### src/pst_pkg.sv
/*
  Shared constants and types for the printer status output block.
  Assumes a 100 MHz core clock and active-low reset released by the top module.
*/
package pst_pkg;

  // Clock
  localparam int CLK_PERIOD_NS = 10;

  // Stock level width, ribbon compare
  localparam int STOCK_W = 16;

  // Ribbon warning release delay after roll change
  localparam int RIBBON_CLR_TIME_MS = 100;
  localparam int RIBBON_CLR_CYCLES  = RIBBON_CLR_TIME_MS * 1000000 / CLK_PERIOD_NS;
  localparam int RIBBON_CNT_W       = 24;

  // End-of-print pulse length
  localparam int PE_PULSE_TIME_US = 10;
  localparam int PE_PULSE_CYCLES  = PE_PULSE_TIME_US * 1000 / CLK_PERIOD_NS;
  localparam int PE_CNT_W         = 10;

  // Output reset levels (all lines inactive)
  localparam logic WARN_RST      = 1'b0;
  localparam logic ERR_N_RST     = 1'b1;
  localparam logic PEND_N_RST    = 1'b1;
  localparam logic EMPTY_N_RST   = 1'b1;
  localparam logic MSTAT_N_RST   = 1'b1;

  // Interface profile
  typedef enum logic [1:0] {
    PROF_STANDARD = 2'h1,
    PROF_BAD_TAG  = 2'h2
  } pst_profile_e;

  // End-of-print switching mode
  typedef enum logic [1:0] {
    PE_MODE_LEVEL = 2'h1,
    PE_MODE_PULSE = 2'h2
  } pst_pe_mode_e;

  // End-of-print pulse state
  typedef enum logic [1:0] {
    PE_IDLE  = 2'h1,
    PE_PULSE = 2'h2
  } pst_pe_state_e;

endpackage

### src/pst_status_out.sv
/*
  Status output lines of the label printer discrete interface: warning,
  error, end-of-print / home position, stock empty and machine status.
  Assumes controller inputs are on clk; light barrier and applicator
  home sensor are pin levels and are synchronised here.
*/
`timescale 1ns/100ps
// Function
// - Ribbon low and enabled raises warning
// - Material low and enabled raises warning
// - Warning low only when both supplies sufficient
// - Ribbon warning clears after delay on change
// - Warning never stalls printing
// - Bad-tag profile and tag fault raise warning
// - Error low when offline or error
// - Error high when online without error or material end
// - Error high during initialization
// - End-print mode selects output behaviour
// - End-print output active while feeding
// - No end-print behaviour in batch mode
// - Applicator fitted: line shows home position
// - Home output low at upper limit
// - Material end: empty, error, status low
// - Machine status low on print interruption
// - Machine status high for offline/pause only
module pst_status_out
  import pst_pkg::*;
#(
  parameter int RIBBON_CLR_CYC = RIBBON_CLR_CYCLES
) (
  // Clock and reset
  input  wire logic               clk,
  input  wire logic               rst_b,
  input  wire logic               clk_en,
  // Configuration
  input  wire logic               ribbon_sig_en,
  input  wire logic               material_sig_en,
  input  wire pst_profile_e       interface_profile_select,
  input  wire pst_pe_mode_e       print_end_mode,
  input  wire logic               batch_mode,
  input  wire logic               applicator_fitted,
  input  wire logic [STOCK_W-1:0] ribbon_warn_thresh,
  // Printer state
  input  wire logic [STOCK_W-1:0] ribbon_stock,
  input  wire logic               ribbon_replaced,
  input  wire logic               tag_fault,
  input  wire logic               tag_fault_clr,
  input  wire logic               initializing,
  input  wire logic               online,
  input  wire logic               error_present,
  input  wire logic               print_interrupted,
  input  wire logic               material_end,
  input  wire logic               printing,
  input  wire logic               label_done,
  input  wire logic               feeding,
  // Sensor pins
  input  wire logic               material_low_pin,
  input  wire logic               applicator_home_pin,
  // Status lines
  output logic                    warning,
  output logic                    error_n,
  output logic                    print_end_n,
  output logic                    label_stock_empty_n,
  output logic                    machine_status_n,
  output logic                    print_inhibit
);

  logic [1:0] rst_sync_q;
  logic       rst_n_q;

  // Reset release through two flops
  always_ff @(posedge clk or negedge rst_b)
  begin
    if (!rst_b)
      rst_sync_q <= 2'h0;
    else if (clk_en)
      rst_sync_q <= {rst_sync_q[0], 1'b1};
  end
  assign rst_n_q = rst_sync_q[1];

  logic material_low;
  logic app_home;

  pst_sync #(
    .WIDTH (2)
  ) u_pin_sync (
    .clk    (clk),
    .rst_n  (rst_n_q),
    .clk_en (clk_en),
    .d      ({material_low_pin, applicator_home_pin}),
    .q      ({material_low, app_home})
  );

  // Ribbon and tag warning state
  logic [RIBBON_CNT_W-1:0] rib_cnt_q, rib_cnt_d;
  logic                    rib_warn_q, rib_warn_d;
  logic                    tag_flag_q, tag_flag_d;
  logic                    ribbon_low;

  always_comb
  begin
    ribbon_low = ribbon_sig_en && (ribbon_stock < ribbon_warn_thresh);
    rib_cnt_d  = rib_cnt_q;
    rib_warn_d = rib_warn_q;
    if (ribbon_replaced)
      rib_cnt_d = RIBBON_CNT_W'(RIBBON_CLR_CYC);
    else if (rib_cnt_q != '0)
      rib_cnt_d = rib_cnt_q - 1'b1;
    // Old state held while the new roll settles
    if (!ribbon_replaced && rib_cnt_q == '0)
      rib_warn_d = ribbon_low;
    // Set wins over clear
    tag_flag_d = (tag_flag_q && !tag_fault_clr) || tag_fault;
  end

  always_ff @(posedge clk or negedge rst_n_q)
  begin
    if (!rst_n_q)
    begin
      rib_cnt_q  <= '0;
      rib_warn_q <= WARN_RST;
      tag_flag_q <= 1'b0;
    end
    else if (clk_en)
    begin
      rib_cnt_q  <= rib_cnt_d;
      rib_warn_q <= rib_warn_d;
      tag_flag_q <= tag_flag_d;
    end
  end

  // End-of-print pulse
  pst_pe_state_e         pe_state_q, pe_state_d;
  logic [PE_CNT_W-1:0]   pe_cnt_q, pe_cnt_d;

  always_comb
  begin
    pe_state_d = pe_state_q;
    pe_cnt_d   = pe_cnt_q;
    case (pe_state_q)
      PE_IDLE:
      begin
        if (label_done && !batch_mode)
        begin
          pe_state_d = PE_PULSE;
          pe_cnt_d   = PE_CNT_W'(PE_PULSE_CYCLES - 1);
        end
      end
      PE_PULSE:
      begin
        if (pe_cnt_q == '0)
          pe_state_d = PE_IDLE;
        else
          pe_cnt_d = pe_cnt_q - 1'b1;
      end
      default:
      begin
        pe_state_d = PE_IDLE;
        pe_cnt_d   = '0;
      end
    endcase
  end

  always_ff @(posedge clk or negedge rst_n_q)
  begin
    if (!rst_n_q)
    begin
      pe_state_q <= PE_IDLE;
      pe_cnt_q   <= '0;
    end
    else if (clk_en)
    begin
      pe_state_q <= pe_state_d;
      pe_cnt_q   <= pe_cnt_d;
    end
  end

  // Output lines
  logic warn_d, err_n_d, pend_n_d, empty_n_d, mstat_n_d, inhibit_d;
  logic pe_active;

  always_comb
  begin
    warn_d = rib_warn_q
          || (material_sig_en && material_low)
          || (interface_profile_select == PROF_BAD_TAG && tag_flag_q);
    if (initializing)
      err_n_d = 1'b1;
    else
      err_n_d = online && !error_present && !material_end;
    case (print_end_mode)
      PE_MODE_LEVEL: pe_active = printing;
      PE_MODE_PULSE: pe_active = (pe_state_q == PE_PULSE);
      default:       pe_active = 1'b0;
    endcase
    pe_active = !batch_mode && (pe_active || feeding);
    if (applicator_fitted)
      pend_n_d = !app_home;
    else
      pend_n_d = !pe_active;
    empty_n_d = !material_end;
    // Offline or pause alone leaves this line high
    mstat_n_d = !(print_interrupted || error_present || material_end);
    // Warnings are advisory and never inhibit printing
    inhibit_d = !mstat_n_d;
  end

  // Registered so no line glitches as inputs change
  always_ff @(posedge clk or negedge rst_n_q)
  begin
    if (!rst_n_q)
    begin
      warning             <= WARN_RST;
      error_n             <= ERR_N_RST;
      print_end_n         <= PEND_N_RST;
      label_stock_empty_n <= EMPTY_N_RST;
      machine_status_n    <= MSTAT_N_RST;
      print_inhibit       <= 1'b0;
    end
    else if (clk_en)
    begin
      warning             <= warn_d;
      error_n             <= err_n_d;
      print_end_n         <= pend_n_d;
      label_stock_empty_n <= empty_n_d;
      machine_status_n    <= mstat_n_d;
      print_inhibit       <= inhibit_d;
    end
  end

  // Checks wait one enabled edge after release; the output flops
  // are still held at the release edge itself
  logic chk_live_q;

  always_ff @(posedge clk or negedge rst_n_q)
  begin
    if (!rst_n_q)
      chk_live_q <= 1'b0;
    else if (clk_en)
      chk_live_q <= 1'b1;
  end
endmodule // pst_status_out

### src/pst_sync.sv
/*
  Two-flop synchroniser for pin-level inputs, WIDTH bits wide.
  Assumes inputs are slow levels; no bus coherency between bits.
*/
`timescale 1ns/100ps
module pst_sync #(
  parameter int WIDTH = 1
) (
  // Clock and reset
  input  wire logic             clk,
  input  wire logic             rst_n,
  input  wire logic             clk_en,
  // Data
  input  wire logic [WIDTH-1:0] d,
  output logic      [WIDTH-1:0] q
);

  logic [WIDTH-1:0] meta_q;

  // First stage feeds only the second stage
  always_ff @(posedge clk or negedge rst_n)
  begin
    if (!rst_n)
    begin
      meta_q <= '0;
      q      <= '0;
    end
    else if (clk_en)
    begin
      meta_q <= d;
      q      <= meta_q;
    end
  end

endmodule // pst_sync

### config.mk
export PLATFORM = sky130hd
export DESIGN_NAME = pst_status_out
export DESIGN_NICKNAME = d
export VERILOG_FILES = /design/src/pst_pkg.sv /design/src/pst_status_out.sv /design/src/pst_sync.sv
export SDC_FILE = /design/constraint.sdc
export NUM_CORES = 1
export LEC_CHECK = 0
export BUFFER_PORTS_ARGS = -buffer_cell sky130_fd_sc_hd__buf_2
export CORE_ASPECT_RATIO = 0.8
export CORE_MARGIN = 5
export CORE_UTILIZATION = 40
export CTS_CLUSTER_SIZE = 10
export DETAILED_ROUTE_END_ITERATION = 16
export SYNTH_ARGS = -nofsm -noshare
export SYNTH_HDL_FRONTEND = slang
export SYNTH_HIERARCHICAL = 1
export SYNTH_SLANG_ARGS = --single-unit
export TNS_END_PERCENT = 5
### constraint.sdc
create_clock -name clk -period 5.16 [get_ports clk]
set_clock_uncertainty 0.15 [all_clocks]
set_input_delay 1.032 -clock clk [delete_from_list [all_inputs] [get_ports clk]]
set_output_delay 1.032 -clock clk [all_outputs]
set_load 0.005 [all_outputs]
==> results.json <==
{
  "status": "complete, no violations",
  "rows": 28,
  "rsz0062_at_grt": "no",
  "tightest_slew_ps": 709,
  "reg2reg_depth": 8,
  "syn-mean-instance-area_um2": 8.75,
  "synth-edff-count": 0,
  "clk_pin_slew_worst_paths_ps": 90,
  "p_leak_nw": 1.64,
  "fin_crit_sh": 0.541,
  "relSlewSlack": 0.527,
  "area_growth_syn_to_layout_pct": 17.8,
  "internal-power_uw": 885,
  "gp_congestion": 0.787,
  "nets": 492,
  "port_buffers": 61,
  "wirelength_um": 6990,
  "dpl_cell_area_um2": 3520,
  "grt_max_degree": 39,
  "postLayoutSetupSlackWorst_ps": 2370,
  "postCtsSetupRepairBufs": 0,
  "hold_violations": 0,
  "yosys-top-cells-area": "dfrtp_1 36%, ha_1 8.8%, o21ai_0 4.7%",
  "rr_startpoint": "rib_cnt_q[0]",
  "antenna_found_initial": 0,
  "critPathLaunchType": "input pin",
  "drt_first_pass_iters": 4,
  "drt_drc_violations_left": 0,
  "cts-buffers-inserted": 5,
  "power.switching_uw": 485,
  "dp_hpwl_um": 5270,
  "grt_pass1_wl_um": 12000,
  "whs_ps": 200,
  "cp_max_fo": 14,
  "synth.top_cell.area_share": 0.361,
  "clkPwrFrac": 0.247,
  "clock-sinks": 50,
  "drt_iter0_drc": 160,
  "root_buffer": "clkbuf_8",
  "htreeDepth": 2,
  "worst-endpoint-arrival_ps": 2840,
  "finalCriticalPeriod_ps": 2790,
  "synth_top_area_cell": "dfrtp_1",
  "hp-class": "reg2async",
  "gr-total-overflow": 0,
  "syn_inst": 356,
  "slew_violations": 0,
  "avgViaCountPerCell": 5.24,
  "io_pins": 62,
  "ys_ff_latch": 50,
  "ys_warn_count": 6,
  "n_antenna_cell": 0,
  "drv_cap": 0,
  "synthArstFlopShare": 1.00,
  "worstPathRequired_ps": 5210,
  "cts.hold.buffers_added": 1,
  "start_util": 0.416,
  "rrSetupSlack_ps": 2650,
  "grt.total_usage": 0.154,
  "place_ws_ps": 2030,
  "power_frac_seq": 0.430,
  "reg2reg_to": "rib_cnt_q[16]",
  "ant_nets": 0,
  "end_kind": "register",
  "vdd_ir_drop_max_mv": 0.130,
  "grt_pass1_vias": 2675,
  "final-setup-viol-count": 0,
  "combPwrFrac": 0.323,
  "fp.dieW_um": 109,
  "fin_area_um2": 3670,
  "clk_path_buf_depth": 2,
  "tritoncts": "done",
  "dieHeight_um": 88.9,
  "drive_gt1_frac": 0.207,
  "wl_per_cell_um": 13.4,
  "clk-insertion-delay-late_ps": 300,
  "cts_resized": 0,
  "switching_share": 0.354,
  "yosysSeqAreaShare": 0.404,
  "core-area_um2": 7500,
  "synth.distinct_cells": 46,
  "die_area_um2": 9660,
  "worstSetupPathType": "in2reg",
  "dr_total_vias": 2724,
  "fmaxAchievable_mhz": 358,
  "finalSetupTns_ps": 0,
  "synth_ff_type": "dfrtp_1",
  "fin_util": 0.489,
  "synth_area_um2": 3120,
  "powerDensity_nw_per_um2": 373,
  "syn_nets": 434
}
==> cell families after synthesis <==
group,count (synthesis),share of synthesized area
and+or+nand+nor,129,0.217
AOI/OAI and AO/OA,96,0.191
DFF,50,0.404
buffers and inverters,46,0.0562
adders and majority gates,22,0.0884
muxes,13,0.0438
==> metrics by stage <==
stage / cells / power, mW
6_report: 520 / 1.37
2_1_floorplan: 356 / 0.917
3_5_place_dp: 511 / 1.04
5_1_grt: 520 / 1.47
4_1_cts: 520 / 1.37
3_3_place_gp: 511 / 1.03
==> final cells by class <==
type	count	area (µm²)
timing repair buffer	64	330
clock inverter	2	60.1
clock buffer	6	82.6
inverter	33	124
tap	105	131
sequential	50	1260
multi-input combinational	260	1680
fill	732	3830
==> synth_stat cells (2+ instances only) <==
library cell,n
a211oi_1,2
a21o_1,2
a21oi_1,18
a22o_1,7
a31oi_1,9
buf_1,2
buf_2,2
clkbuf_1,9
dfrtp_1,45
dfstp_2,5
ha_1,22
inv_1,33
mux2_2,5
mux2i_1,8
nand2_1,24
nand2b_1,6
nand3_1,9
nand3b_1,2
nand4_1,7
nor2_1,32
nor2b_1,6
nor3_1,13
nor3b_1,2
nor4_1,5
nor4b_1,3
o21a_1,3
o21ai_0,29
o21ai_1,7
o31ai_1,8
o41ai_1,4
or2_1,2
or3_1,9
or4_1,3
==> flip-flops by register name (all words and copies together) (netlist names), 2 cells and up <==
name and flops:
pe_state_q 2, rst_sync_q 2, u_pin_sync/meta_q 2, u_pin_sync/q 2, rib_cnt_q 24, pe_cnt_q 10
==> how the worst max path moves through the flow <==
stage / slack (ps) / end / cells after the start / start
2_1_floorplan: 2600 / rib_warn_q / 7 / ribbon_warn_thresh[9]
3_3_place_gp: 2190 / rib_cnt_q[16] / 7 / ribbon_replaced
3_5_place_dp: 2030 / rib_cnt_q[3] / 7 / ribbon_replaced
4_1_cts: 2350 / rib_cnt_q[16] / 7 / ribbon_replaced
5_1_grt: 2230 / rib_cnt_q[3] / 7 / ribbon_replaced
6_report: 2370 / rib_cnt_q[16] / 7 / ribbon_replaced
==> critical path, cell delays in order <==
cell and delay (ps):
buf_2 180, nor4b_1 390, nand4_1 230, o21ai_1 460, buf_4 260, o31ai_1 90
a22o_1 190
==> cells in the final DEF (no fill, tap or decap), drive strengths merged, types with 3 or more instances in the layout <==
cell type,instances
dfrtp,45
or4,3
nand2b,6
o31ai,8
inv,33
or3,9
nand2,24
clkbuf,6
dfstp,5
nor2b,6
or2,3
buf,63
nor4,6
mux2i,8
nor2,32
nand3,9
o41ai,4
ha,22
nor4b,3
a22o,7
o21ai,36
mux2,5
nor3,13
o21a,3
a21oi,18
nand4,7
a31oi,9
==> power groups by stage <==
stage	Combinational [mW]	Sequential [mW]	Clock, mW
after detailed placement	0.444	0.594	0
after floorplan	0.351	0.566	0
after global routing	0.511	0.605	0.358
final	0.443	0.589	0.338
after CTS	0.445	0.587	0.342
after global placement	0.436	0.591	0
==> metal layers <==
layer / up-vias / wire, µm / GRT usage
met5: - / 0 / 0
met4: 0 / 95 / 0.0482
met3: 11 / 321 / 0.0318
met2: 62 / 3000 / 0.256
met1: 1248 / 3570 / 0.205
li1: 1403 / - / -
(Power assumes the default switching activity.)
